**src/adcc_cfg.svh**
```systemverilog
`ifndef ADCC_CFG_SVH
`define ADCC_CFG_SVH

// ****************************************************************
// Register byte offsets (low five address bits)
// ****************************************************************
`define ADCC_OFF_MODE      5'h00
`define ADCC_OFF_CHSEL     5'h04
`define ADCC_OFF_RESULT    5'h08
`define ADCC_OFF_RESULT_HI 5'h0C
`define ADCC_OFF_STATUS    5'h10

// ****************************************************************
// Field positions
// ****************************************************************
`define ADCC_MODE_START_BIT    7
`define ADCC_MODE_POWER_BIT    0
`define ADCC_STAT_END_BIT      0
`define ADCC_STAT_VALID_BIT    1
`define ADCC_STAT_SUSPECT_BIT  2
`define ADCC_RESULT_HI_W       8

// ****************************************************************
// Reset values
// ****************************************************************
`define ADCC_MODE_RST      8'h00
`define ADCC_CHSEL_RST     8'h00

// ****************************************************************
// Timing
// ****************************************************************
`define ADCC_SETTLE_NS     1000
`define ADCC_CLK_PERIOD_NS 10
`define ADCC_SAMPLE_CYCLES 4

`endif

```
**src/adcc_pkg.sv**
```systemverilog
package adcc_pkg;

    typedef enum logic [2:0] {
        ST_OFF  = 3'b001,
        ST_WAIT = 3'b010,
        ST_RUN  = 3'b100
    } adcc_state_t;

    typedef enum logic [2:0] {
        SAR_IDLE   = 3'b001,
        SAR_SAMPLE = 3'b010,
        SAR_CONV   = 3'b100
    } adcc_sar_state_t;

endpackage

```
**src/adcc_sar.sv**
```systemverilog
`include "adcc_cfg.svh"

module adcc_sar
    import adcc_pkg::*;
#(
    parameter int RES_W      = 10,
    parameter int SAMPLE_CYC = `ADCC_SAMPLE_CYCLES
) (
    input  wire logic             hclk,
    input  wire logic             hresetn,
    input  wire logic             start,
    input  wire logic             abort,
    input  wire logic             comp_in,
    output logic                  busy,
    output logic                  done,
    output logic [RES_W-1:0]      result,
    output logic [RES_W-1:0]      dac_code,
    output logic                  sample_en
);

    localparam int BW  = $clog2(RES_W);
    localparam int SCW = $clog2(SAMPLE_CYC + 1);
    // The launch cycle, the sampling cycles and one cycle per bit pass before done rises.
    localparam int LAT = SAMPLE_CYC + RES_W + 1;

    if (SAMPLE_CYC < 1 || RES_W < 2) begin : g_bad
        $error("adcc_sar: unsupported parameters");
    end

    typedef struct packed {
        adcc_sar_state_t  state;
        logic [SCW-1:0]   cnt;
        logic [BW-1:0]    bit_idx;
        logic [RES_W-1:0] code;
        logic             done;
        logic [RES_W-1:0] result;
    } adcc_sar_regs_t;

    adcc_sar_regs_t s;
    adcc_sar_regs_t next_s;
    logic [BW-1:0]  next_idx;

    assign next_idx = s.bit_idx - 1'b1;

    always_comb begin
        next_s      = s;
        next_s.done = 1'b0;
        unique case (s.state)
            SAR_IDLE: begin
                if (start && !abort) begin
                    next_s.state = SAR_SAMPLE;
                    next_s.cnt   = SCW'(SAMPLE_CYC - 1);
                end
            end
            SAR_SAMPLE: begin
                if (s.cnt == '0) begin
                    next_s.state   = SAR_CONV;
                    next_s.code    = {1'b1, {(RES_W-1){1'b0}}};
                    next_s.bit_idx = BW'(RES_W - 1);
                end else begin
                    next_s.cnt = s.cnt - 1'b1;
                end
            end
            SAR_CONV: begin
                // The comparator answers for the trial code on the DAC in the same cycle.
                if (!comp_in) begin
                    next_s.code[s.bit_idx] = 1'b0;
                end
                if (s.bit_idx == '0) begin
                    next_s.state  = SAR_IDLE;
                    next_s.done   = 1'b1;
                    next_s.result = next_s.code;
                end else begin
                    next_s.bit_idx        = next_idx;
                    next_s.code[next_idx] = 1'b1;
                end
            end
        endcase
        if (abort) begin
            next_s.state = SAR_IDLE;
            next_s.done  = 1'b0;
        end
    end

    always_ff @(posedge hclk or negedge hresetn) begin
        if (!hresetn) begin
            s <= '{state: SAR_IDLE, default: '0};
        end else begin
            s <= next_s;
        end
    end

    assign busy      = (s.state != SAR_IDLE);
    assign done      = s.done;
    assign result    = s.result;
    assign dac_code  = s.code;
    assign sample_en = (s.state == SAR_SAMPLE);

    chk_sar_latency: assert property (@(posedge hclk) disable iff (!hresetn || abort)
        (start && !busy) |-> ##LAT done)
        else $error("conversion did not end after the sampling and bit cycles");

endmodule

```
**src/adcc_ctrl.sv**
```systemverilog
// Summary of operation
// - Mode or channel writes mark the result register as not valid unless a conversion completes in the same cycle.
// - Channel-select writes never clear the conversion-end flag.
// - A conversion in flight finishes on its latched old channel and reports.
// - First result flagged suspect if started unpowered or within 1 us of power.
// - Start bit 7, power bit 0; power-only keeps just the comparator on.
`include "adcc_cfg.svh"

module adcc_ctrl
    import adcc_pkg::*;
#(
    parameter int RES_W  = 10,
    parameter int NUM_CH = 4
) (
    input  wire logic                         hclk,
    input  wire logic                         hresetn,
    input  wire logic                         hsel,
    input  wire logic [31:0]                  haddr,
    input  wire logic [1:0]                   htrans,
    input  wire logic                         hwrite,
    input  wire logic [2:0]                   hsize,
    input  wire logic [31:0]                  hwdata,
    input  wire logic                         hready,
    output logic                              hreadyout,
    output logic                              hresp,
    output logic [31:0]                       hrdata,
    input  wire logic                         comp_in,
    output logic [RES_W-1:0]                  dac_code,
    output logic                              sample_en,
    output logic [$clog2(NUM_CH)-1:0]         mux_sel,
    output logic                              comparator_power,
    output logic                              converter_active,
    output logic                              conv_end_irq
);

    localparam int CH_W       = $clog2(NUM_CH);
    localparam int SETTLE_CYC = (`ADCC_SETTLE_NS + `ADCC_CLK_PERIOD_NS - 1) / `ADCC_CLK_PERIOD_NS;
    localparam int CNT_W      = $clog2(SETTLE_CYC + 1);
    localparam int HI_W       = `ADCC_RESULT_HI_W;

    if (RES_W < HI_W || RES_W > 16 || NUM_CH < 2 || NUM_CH > 256 || SETTLE_CYC < 1) begin : g_bad
        $error("adcc_ctrl: unsupported parameters");
    end

    // ****************************************************************
    // State
    // ****************************************************************
    typedef struct packed {
        adcc_state_t      state;
        logic             mode_start;
        logic             mode_power;
        logic [CH_W-1:0]  chsel;
        logic [CH_W-1:0]  conv_ch;
        logic [RES_W-1:0] result;
        logic             flag;
        logic             result_valid;
        logic             suspect;
        logic             first_pending;
        logic             suspect_arm;
        logic [CNT_W-1:0] settle_cnt;
        logic             settle_done;
        logic             sar_start;
        logic             irq;
        logic             ap_valid;
        logic             ap_write;
        logic [4:0]       ap_addr;
        logic [31:0]      hrdata;
    } adcc_regs_t;

    adcc_regs_t       s;
    adcc_regs_t       next_s;
    logic [31:0]      rd_mux;
    logic             wr_mode;
    logic             wr_chsel;
    logic             wr_status;
    logic             sar_busy;
    logic             sar_done;
    logic [RES_W-1:0] sar_result;
    logic             sar_abort;

    // ****************************************************************
    // Bus decode
    // ****************************************************************
    assign wr_mode   = s.ap_valid && s.ap_write && (s.ap_addr == `ADCC_OFF_MODE);
    assign wr_chsel  = s.ap_valid && s.ap_write && (s.ap_addr == `ADCC_OFF_CHSEL);
    assign wr_status = s.ap_valid && s.ap_write && (s.ap_addr == `ADCC_OFF_STATUS);

    always_comb begin
        rd_mux = 32'h0000_0000;
        unique case (haddr[4:0])
            `ADCC_OFF_MODE: begin
                rd_mux[`ADCC_MODE_START_BIT] = s.mode_start;
                rd_mux[`ADCC_MODE_POWER_BIT] = s.mode_power;
            end
            `ADCC_OFF_CHSEL:     rd_mux[CH_W-1:0] = s.chsel;
            `ADCC_OFF_RESULT:    rd_mux[RES_W-1:0] = s.result;
            `ADCC_OFF_RESULT_HI: rd_mux[HI_W-1:0] = s.result[RES_W-1 -: HI_W];
            `ADCC_OFF_STATUS: begin
                rd_mux[`ADCC_STAT_END_BIT]     = s.flag;
                rd_mux[`ADCC_STAT_VALID_BIT]   = s.result_valid;
                rd_mux[`ADCC_STAT_SUSPECT_BIT] = s.suspect;
            end
            default: rd_mux = 32'h0000_0000;
        endcase
    end

    // ****************************************************************
    // Next state
    // ****************************************************************
    always_comb begin
        next_s           = s;
        next_s.sar_start = 1'b0;
        next_s.irq       = 1'b0;
        next_s.ap_valid  = hsel && hready && htrans[1];
        next_s.ap_write  = hwrite;
        next_s.ap_addr   = haddr[4:0];
        // Read data is captured in the address phase so that it leaves a flip-flop.
        if (next_s.ap_valid && !hwrite) begin
            next_s.hrdata = rd_mux;
        end

        if (wr_mode) begin
            if (hwdata[`ADCC_MODE_START_BIT] && !s.mode_start) begin
                next_s.first_pending = 1'b1;
                next_s.suspect_arm   = !hwdata[`ADCC_MODE_POWER_BIT] || !s.mode_power || !s.settle_done;
            end
            next_s.mode_start = hwdata[`ADCC_MODE_START_BIT];
            next_s.mode_power = hwdata[`ADCC_MODE_POWER_BIT];
        end
        if (wr_chsel) begin
            next_s.chsel = hwdata[CH_W-1:0];
        end
        if (wr_mode || wr_chsel) begin
            next_s.result_valid = 1'b0;
        end
        if (wr_status && hwdata[`ADCC_STAT_END_BIT]) begin
            next_s.flag = 1'b0;
        end

        if (!next_s.mode_power || !s.mode_power) begin
            next_s.settle_cnt  = '0;
            next_s.settle_done = 1'b0;
        end else if (!s.settle_done) begin
            if (s.settle_cnt == CNT_W'(SETTLE_CYC - 1)) begin
                next_s.settle_done = 1'b1;
            end else begin
                next_s.settle_cnt = s.settle_cnt + 1'b1;
            end
        end

        // waiting state keeps only the comparator
        if (next_s.mode_start) begin
            next_s.state = ST_RUN;
        end else if (next_s.mode_power) begin
            next_s.state = ST_WAIT;
        end else begin
            next_s.state = ST_OFF;
        end

        if (s.state == ST_RUN && next_s.state == ST_RUN && !sar_busy && !s.sar_start) begin
            next_s.sar_start = 1'b1;
            next_s.conv_ch   = s.chsel;
        end

        // completion loads result and flag
        // The hardware set sits after the software clear, so a finishing conversion is never lost.
        if (sar_done) begin
            next_s.result        = sar_result;
            next_s.flag          = 1'b1;
            next_s.irq           = 1'b1;
            next_s.result_valid  = 1'b1;
            next_s.suspect       = s.first_pending && s.suspect_arm;
            next_s.first_pending = 1'b0;
        end
    end

    always_ff @(posedge hclk or negedge hresetn) begin
        if (!hresetn) begin
            s            <= '{state: ST_OFF, default: '0};
            s.mode_start <= 1'(`ADCC_MODE_RST >> `ADCC_MODE_START_BIT);
            s.mode_power <= 1'(`ADCC_MODE_RST >> `ADCC_MODE_POWER_BIT);
            s.chsel      <= CH_W'(`ADCC_CHSEL_RST);
        end else begin
            s <= next_s;
        end
    end

    // ****************************************************************
    // Converter core
    // ****************************************************************
    // The core stops on the edge at which the start bit falls, so the waiting state
    // does not show a conversion still running for one cycle.
    assign sar_abort = (next_s.state != ST_RUN);

    adcc_sar #(
        .RES_W      (RES_W),
        .SAMPLE_CYC (`ADCC_SAMPLE_CYCLES)
    ) u_sar (
        .hclk      (hclk),
        .hresetn   (hresetn),
        .start     (s.sar_start),
        .abort     (sar_abort),
        .comp_in   (comp_in),
        .busy      (sar_busy),
        .done      (sar_done),
        .result    (sar_result),
        .dac_code  (dac_code),
        .sample_en (sample_en)
    );

    assign hreadyout        = 1'b1;
    assign hresp            = 1'b0;
    assign hrdata           = s.hrdata;
    assign mux_sel          = s.conv_ch;
    assign comparator_power = s.mode_power || s.mode_start;
    assign converter_active = (s.state == ST_RUN);
    assign conv_end_irq     = s.irq;

    // ****************************************************************
    // Checks
    // ****************************************************************
    chk_write_spoils: assert property (@(posedge hclk) disable iff (!hresetn)
        ((wr_mode || wr_chsel) && !sar_done) |=> !s.result_valid)
        else $error("result still valid after mode or channel write");

    chk_flag_chsel: assert property (@(posedge hclk) disable iff (!hresetn)
        (wr_chsel && s.flag && !wr_status) |=> s.flag)
        else $error("channel write cleared the end flag");

    chk_old_channel: assert property (@(posedge hclk) disable iff (!hresetn)
        (sar_busy && wr_chsel) |=> (mux_sel == $past(mux_sel)))
        else $error("conversion channel changed mid conversion");

    chk_flag_clear: assert property (@(posedge hclk) disable iff (!hresetn)
        (wr_status && hwdata[`ADCC_STAT_END_BIT] && !sar_done) |=> !s.flag)
        else $error("end flag not cleared by software");

    chk_settle_len: assert property (@(posedge hclk) disable iff (!hresetn)
        $rose(s.settle_done) |-> ($past(s.settle_cnt) == CNT_W'(SETTLE_CYC - 1)) && $past(s.mode_power))
        else $error("power settle time wrong");

    chk_suspect_unpowered: assert property (@(posedge hclk) disable iff (!hresetn)
        (wr_mode && !s.mode_start && hwdata[`ADCC_MODE_START_BIT] && !hwdata[`ADCC_MODE_POWER_BIT] && !sar_done)
        |=> (s.first_pending && s.suspect_arm))
        else $error("start without power not marked suspect");

    chk_wait_state: assert property (@(posedge hclk) disable iff (!hresetn)
        (s.state == ST_WAIT) |-> (comparator_power && !converter_active && !sar_busy && !s.sar_start))
        else $error("waiting state not comparator only");

    chk_done_loads: assert property (@(posedge hclk) disable iff (!hresetn)
        sar_done |=> (s.flag && conv_end_irq && s.result_valid && s.result == $past(sar_result)))
        else $error("completion did not load result, flag and interrupt");

    chk_irq_cause: assert property (@(posedge hclk) disable iff (!hresetn)
        conv_end_irq |-> ($past(sar_done) && s.flag))
        else $error("interrupt without a completed conversion");

    chk_irq_pulse: assert property (@(posedge hclk) disable iff (!hresetn)
        conv_end_irq |=> !conv_end_irq)
        else $error("end interrupt longer than one cycle");

    // Back-to-back conversion is the whole point of the running state.
    chk_restart: assert property (@(posedge hclk) disable iff (!hresetn)
        (sar_done && s.mode_start && !wr_mode) |=> s.sar_start)
        else $error("running converter did not relaunch after completion");

    chk_chan_latch: assert property (@(posedge hclk) disable iff (!hresetn)
        s.sar_start |-> (mux_sel == $past(s.chsel)))
        else $error("conversion did not latch the selected channel");

    chk_flag_held: assert property (@(posedge hclk) disable iff (!hresetn)
        (s.flag && !wr_status) |=> s.flag)
        else $error("end flag dropped without a status write");

    chk_result_kept: assert property (@(posedge hclk) disable iff (!hresetn)
        !sar_done |=> $stable(s.result))
        else $error("result changed without a completed conversion");

    chk_valid_cause: assert property (@(posedge hclk) disable iff (!hresetn)
        $rose(s.result_valid) |-> $past(sar_done))
        else $error("result marked valid without a completion");

    chk_stopped_idle: assert property (@(posedge hclk) disable iff (!hresetn)
        !s.mode_start |-> (!sar_busy && !sample_en))
        else $error("converter busy while the start bit is clear");

    chk_suspect_early: assert property (@(posedge hclk) disable iff (!hresetn)
        (wr_mode && !s.mode_start && hwdata[`ADCC_MODE_START_BIT] && !s.settle_done) |=> s.suspect_arm)
        else $error("start before the power settled not marked suspect");

    chk_suspect_settled: assert property (@(posedge hclk) disable iff (!hresetn)
        (wr_mode && !s.mode_start && hwdata[`ADCC_MODE_START_BIT] && hwdata[`ADCC_MODE_POWER_BIT]
         && s.mode_power && s.settle_done) |=> !s.suspect_arm)
        else $error("start after the power settled marked suspect");

    chk_suspect_first: assert property (@(posedge hclk) disable iff (!hresetn)
        (sar_done && !s.first_pending) |=> !s.suspect)
        else $error("later result marked suspect");

endmodule

```
**config.mk**
```make
export PLATFORM = sky130hd
export DESIGN_NAME = adcc_ctrl
export DESIGN_NICKNAME = d
export VERILOG_FILES = /design/src/adcc_pkg.sv /design/src/adcc_sar.sv /design/src/adcc_ctrl.sv
export VERILOG_INCLUDE_DIRS = /design/src
export SDC_FILE = /design/constraint.sdc
export NUM_CORES = 1
export LEC_CHECK = 0
export BUFFER_PORTS_ARGS = -buffer_cell sky130_fd_sc_hd__buf_2
export CAP_MARGIN = 20
export CORE_ASPECT_RATIO = 1.1
export CORE_UTILIZATION = 51
export CTS_CLUSTER_DIAMETER = 40
export CTS_CLUSTER_SIZE = 8
export DETAILED_ROUTE_END_ITERATION = 10
export HOLD_SLACK_MARGIN = 0.15
export PLACE_DENSITY_LB_ADDON = 0.08
export SYNTH_ARGS = -nofsm -noshare
export SYNTH_HDL_FRONTEND = slang
export SYNTH_SLANG_ARGS = --single-unit
```
**constraint.sdc**
```tcl
create_clock -name hclk -period 2.6 [get_ports hclk]
set_clock_uncertainty 0.2 [all_clocks]
set_input_delay 0.26 -clock hclk [delete_from_list [all_inputs] [get_ports hclk]]
set_output_delay 0.26 -clock hclk [all_outputs]
set_load 0.05 [all_outputs]
```
==> impl_results.md, run 1 <==
* Mux contribution to synthesized area at 0.0758
* Final setup viols at 0
* Leak at 2.08 nW
* Yosys warns at 0
* Post-Synth XOR/XNOR Area at 0.0110
* Avg WL per Cell at 14.4 um
* Simple-gate share of the synthesized area at 0.152
* Cell area after synthesis at 3980 sq um
* Number of iterations in the first detailed-routing pass at 4
* Critical path endpoint category: flip-flop
* DPL Wire Length at 5370 um
* Crit share post-route at 0.840
* Primary FF master, synth: dfrtp_1
* Initial Util at 0.530
* Fraction of registers with async set/reset at 1.00
* Postcts setup bufs at 0
* CP required at about 2700 ps
* Row count at 33
* Hold Path Class: input port to async pin
* CP Max Fanout at 5
* Syn Area/Cell at 10.4 sq um
* Top cell type's share of synthesized area at 0.497
* Fin crit period at approximately 2200 ps
* DR vias at 2,710
* Fmax at 458 MHz
* Vias in the first global route at 2,556
* Crit. Startpoint: s[33]$_DFF_PN0_
* Die X at 86.2 um
* RSZ-0062 raised after global routing: no
* GRT Residual Overflow at 0
* Fin nets at 488
* Main combinational cell family by area after synthesis: simple AND/OR/NAND/NOR gates
* Clk sinks at 81
* Area grow syn2layout at 10.0%
* Root Driver: clkbuf_8
* Max rail drop VDD at 0.000311 V
* Adder-Cell Fraction of Synth Area at 0.00943
* Synth Register Bits at 81
* Register Area at between 2000 and 2500 sq um
* Layout cells sized above 1 at 0.214
* # resized after CTS at 0
* Post-synth EDFFs at 0
* Final Hold Fails at 0
* Top-count cell post-synth: dfrtp_1
* PD cells at 571 nW/um^2
* CP Launch Type: flip-flop
* Non-filler cells, final at 520
* H-tree depth at 3
* Inst Count DP at 491
* Netlist cell types at 58
* Residual antenna-violating net count after detailed routing at 0
* Buffer depth of the longest clock path at 2
* Gp weighted congestion at 0.811
* Compound-gate portion of the synthesized area at 0.130
* First-pass GRT wire length at 12,300 um
* # fillers at 672
* Core Box Area at 7510 sq um
* Mapped Cells at 381
* Slew @ Worst Pin at 671 ps
* Latest clock arrival within the worst-skew pair at around 350 ps
* Slew headroom at 0.551
* DRC errors left at 0
* Reg2reg start: s[33]$_DFF_PN0_
* Wirelength, routed at 7500 um
* Pin count of the biggest net entering global routing at 46
* Seq/Total Area, Yosys at 0.510
* Die height at about 95 um
* DRT iter0 DRCs at 83
* Largest cells by area after synthesis: dfrtp_1, buf_4, mux2_2
* Crit path arrival time at 2250 ps
* CP Class: flip-flop to flip-flop
* Reg clk slew, reported paths at 80 ps
* CTS tree: yes
* Setup TNS at 0 ps
* Vias per Instance at 5.21
* Commonest cells post-synth: dfrtp_1, buf_4, o21ai_0, nand2_1, nor2_1
* Max-cap viol count at 0
* N_diodes at 0
* Multi-input logic area at approximately 1600 sq um
* Result of the run: finished clean
* Post-synth top area cell: dfrtp_1
* Total GRT Usage at 0.196
* Number of I/O port buffers at 40
* Final Slew Violations at 0
* I/O Pins at about 130
* Initial antenna violation count at 0
* Number of CTS-inserted buffers at 9
* Die footprint at just over 8000 sq um
## placed cells by master, fill, tap and decap left out, types with 4 or more instances in the layout
master         synthesis  final
nand3_1                7      7
nor3_1                 7      7
inv_1                 11     11
buf_2                  0     39
conb_1                 2     24
nand2b_1               6      6
nand2_1               31     31
mux2_2                17     17
a31oi_1                5      5
a21oi_1               13     13
xor2_1                 4      4
nor2_1                21     21
dlygate4sd3_1          0     13
clkbuf_8               0     10
nor4_1                 6      6
o21ai_0               35     35
dfrtp_1               79     79
mux2i_1               11     11
o31ai_1                7      7
## worst max-delay path: stages (launching register included)
cell,delay [ps]
dfrtp_1,410
or4_4,590
nor2_4,160
mux2i_1,460
inv_1,160
o211ai_1,120
## area by class of cell
type / count / area share
tap: 105 / 0.0300
sequential: 81 / 0.463
inverter: 11 / 0.00943
clock buffer: 11 / 0.0323
timing repair buffer: 55 / 0.0823
clock inverter: 5 / 0.0180
multi-input combinational: 252 / 0.365
## report_power, final
| part | internal [W] | switching (W) | leakage [nW] |
|---|---|---|---|
| Clock | 0.000566 | 0.000454 | 0.113 |
| Combinational | 0.0000433 | 0.000148 | 0.966 |
| Sequential | 0.00128 | 0.0000122 | 1.00 |
| Total | 0.00189 | 0.000614 | 2.08 |
## path summary, 6_finish.rpt
path | end | slack, ps | depth (start not counted)
hold reg to reg | u_sar.s[25]$_DFFE_PN0P_ | 270 | 1
setup reg to reg | u_sar.s[28]$_DFFE_PN1P_ | 420 | 5
hold / removal | hrdata[8]$_DFFE_PN0P_ | 220 | 2
setup / recovery | u_sar.s[28]$_DFFE_PN1P_ | 420 | 5
min in group hclk | u_sar.s[25]$_DFFE_PN0P_ | 270 | 1
max in group asynchronous | s[70]$_DFF_PN1_ | 1330 | 3
## stage by stage
step	hold slack (ps)	util	setup WS, ps	instance area, sq um	total power (W)
final	215	0.583	416	4380	0.00250
after global routing	247	0.583	240	4380	0.00260
after CTS	225	0.583	413	4380	0.00252
after detailed placement	54.1	0.536	439	4030	0.00149
after global placement	55.2	0.536	465	4030	0.00149
after floorplan	-236	-	9.57	4060	0.00147
## routing by layer
metal	share of wire	GRT usage	wire (um)
met3	0.033	0.0428	244
met1	0.48	0.270	3630
met4	0.0095	0.0625	71
met5	0	0	0
met2	0.47	0.311	3560
## registers in the layout, indices dropped and copies added, names as in the netlist
name,cells
conv_end_irq,1
s,37
u_sar.done,1
u_sar.s,10
u_sar.dac_code,10
u_sar.result,10
hrdata,10
mux_sel,2
## logic make-up after synthesis
kind of cell,after synthesis
AO/OA/AOI/OAI,83
other,2
AND/OR/NAND/NOR,109
XOR/XNOR,5
buffers and inverters,70
adder cells (fa/ha/maj),3
multiplexers,28
flip-flops,81
## what timing repair did
item,CTS,global route
hold endpoints to repair,98,0
hold buffers,13,0
endpoints found under the setup margin,0,0
(Power assumes the default switching activity.)
==> run 2, diff against run 1 <==
--- a/config.mk
+++ b/config.mk
@@ -6,6 +6,7 @@
 export SDC_FILE = /design/constraint.sdc
 export NUM_CORES = 1
 export LEC_CHECK = 0
+export ABC_AREA = 1
 export BUFFER_PORTS_ARGS = -buffer_cell sky130_fd_sc_hd__buf_2
 export CAP_MARGIN = 20
 export CORE_ASPECT_RATIO = 1.1
==> constraint.sdc (replaced) <==
create_clock -name hclk -period 2.24 [get_ports hclk]
set_clock_uncertainty 0.2 [all_clocks]
set_input_delay 0.224 -clock hclk [delete_from_list [all_inputs] [get_ports hclk]]
set_output_delay 0.224 -clock hclk [all_outputs]
set_load 0.05 [all_outputs]
==> impl_results.md, run 2 <==
* Result of the run: finished clean
* CP Max Fanout at 6
* Seq/Total Area, Yosys at 0.503
* Hold_buf cts at 13
* Largest cells by area after synthesis: dfrtp_1, nand2_1, buf_4
* GRT Residual Overflow at 0
* DR vias at 3,037
* Setup WS pre-CTS at 549 ps
* Final Hold Fails at 0
* CP Launch Type: flip-flop
* Vias per Instance at 4.84
* Root Driver: clkbuf_8
* CP required at 1820 ps
* Die X at 86.8 um
* Fin nets at between 500 and 600
* DRC errors left at 0
* Avg WL per Cell at 12.9 um
* Yosys warns at 0
* Wirelength, routed at 8100 um
* Die footprint at 8280 sq um
* I/O Pins at 125
* Postcts setup bufs at 0
* DPL Wire Length at 5870 um
* Vias in the first global route at 2,954
* H-tree depth at 3
* DRT iter0 DRCs at 156
* Commonest non-fill, non-tap cell in the layout: nand2_1
* Fmax at 526 MHz
* Netlist cell types at approximately 40
* Top-count cell post-synth: nand2_1
* Fin crit period at 1900 ps
* Top cell type's share of synthesized area at 0.490
* Gp weighted congestion at 0.842
* Mapped Cells at 478
* Post-synth EDFFs at 0
* CTS tree: yes
* Fraction of registers with async set/reset at 1.00
* Area grow syn2layout at 11.0%
* Critical path endpoint category: output pin
* Max FFs per register at 37
* Die height at ~95 um
* Number of CTS-inserted buffers at 9
* Commonest non-fill, non-tap cells in the layout: nand2_1, dfrtp_1, inv_1
* Initial Util at 0.534
* Hold Path Class: input port to async pin
* Primary FF master, synth: dfrtp_1
* Overall Power at 0.00526 W
* Number of I/O port buffers at 40
* Post-synth top area cell: dfrtp_1
* First-pass GRT wire length at 13,800 um
* Setup TNS at 0 ps
* Core Box Area at 7560 sq um
* Final Slew Violations at 0
* Buffer depth of the longest clock path at 2
* PD cells at 1170 nW/um^2
* Latest clock arrival within the worst-skew pair at 350 ps
* Cell area after synthesis at approximately 4000 sq um
* Crit path arrival time at 1480 ps
* Layout cells sized above 1 at 0.169
* Reg clk slew, reported paths at 80 ps
* # fillers at 699
* Reg with most FFs: s
* Clk sinks at a little over 80
* Total GRT Usage at 0.219
* Max-cap viol count at 0
* Setup WS post-layout at 338 ps
* Hold slack at approximately 180 ps
* N_diodes at 0
* Final setup viols at 0
* Syn Area/Cell at 8.45 sq um
* Commonest cells post-synth: nand2_1, dfrtp_1, inv_1, buf_4, o21ai_0
* CP Class: flip-flop to output pin
* Residual antenna-violating net count after detailed routing at 0
* Pin count of the biggest net entering global routing at 43
* Slew @ Worst Pin at 536 ps
* Crit share post-route at 0.849
* # resized after CTS at 0
* Row count at 33
* Slew headroom at 0.643
* Synth Register Bits at around 80
* RSZ-0062 raised after global routing: no
* Number of iterations in the first detailed-routing pass at 4
* Leak at 2.36 nW
* Max rail drop VDD at 0.000665 V
* Initial antenna violation count at 0
-- run 2: cell count changes after synthesis, sizes merged, moves of 5 or more --
cell | previous run | this run
nand2 | 31 | 109
inv | 11 | 70
mux2 | 17 | 0
nor2 | 22 | 39
nand3 | 7 | 23
o21ai | 36 | 50
clkbuf | 13 | 2
mux2i | 11 | 1
nand2b | 6 | 0
nor4 | 7 | 1
o31ai | 7 | 2
-- run 2: through the flow --
stage	utilization	cells	cell area, sq um
after global placement	0.546	598	4120
after floorplan	-	500	4120
after CTS	0.593	627	4480
final	0.593	627	4480
after detailed placement	0.546	598	4120
after global routing	0.593	627	4480
-- run 2: worst paths after layout --
check / start / end / slack [ps] / cells past startpoint
worst max-delay path: u_sar.s[29]$_DFFE_PN0P_ / sample_en / 340 / 3
worst min-delay path: hresetn / mux_sel[1]$_DFFE_PN0P_ / 180 / 2
worst max register to register: u_sar.s[21]$_DFFE_PN0P_ / u_sar.result[9]$_DFFE_PN0P_ / 540 / 5
worst min register to register: hrdata[1]$_DFFE_PN0P_ / hrdata[1]$_DFFE_PN0P_ / 280 / 2
max in group asynchronous: hresetn / u_sar.result[6]$_DFFE_PN0P_ / 1050 / 3
min in group hclk: htrans[1] / hrdata[2]$_DFFE_PN0P_ / 200 / 6
-- run 2: kinds of logic (layout without fill, tap and decap cells) --
logic type | after synthesis | after routing | synth area share
other | 2 | 24 | 0.00186
AO/OA/AOI/OAI | 80 | 80 | 0.109
XOR/XNOR | 3 | 3 | 0.00651
multiplexers | 1 | 1 | 0.00248
adder cells (fa/ha/maj) | 3 | 3 | 0.00930
flip-flops | 81 | 81 | 0.503
buffers and inverters | 122 | 144 | 0.159
AND/OR/NAND/NOR | 186 | 186 | 0.209
-- run 2: critical path: stages (launching register included) --
cell	delay, ps
dfrtp_1	400
inv_1	110
nor3_4	290
buf_2	340
-- run 2: per-layer routing --
layer | vias up | GRT usage | routed length (um)
met5 | - | 0 | 0
met4 | 0 | 0.119 | 283
met3 | 18 | 0.0346 | 272
met2 | 69 | 0.373 | 3880
met1 | 1430 | 0.267 | 3670
li1 | 1520 | - | -
-- run 2: layout make-up --
type	count	area, sq um	area share
Clock buffer	10	138	0.0307
Clock inverter	6	91.3	0.0204
Inverter	71	267	0.0595
Multi-Input combinational cell	297	1450	0.324
Sequential cell	81	2030	0.453
Tap cell	105	131	0.0293
Timing Repair Buffer	57	375	0.0838
-- run 2: power breakdown --
part	total, W	switching, W	internal [W]
Sequential	0.00217	0.000288	0.00189
Combinational	0.00187	0.00134	0.000523
Clock	0.00122	0.000554	0.000662
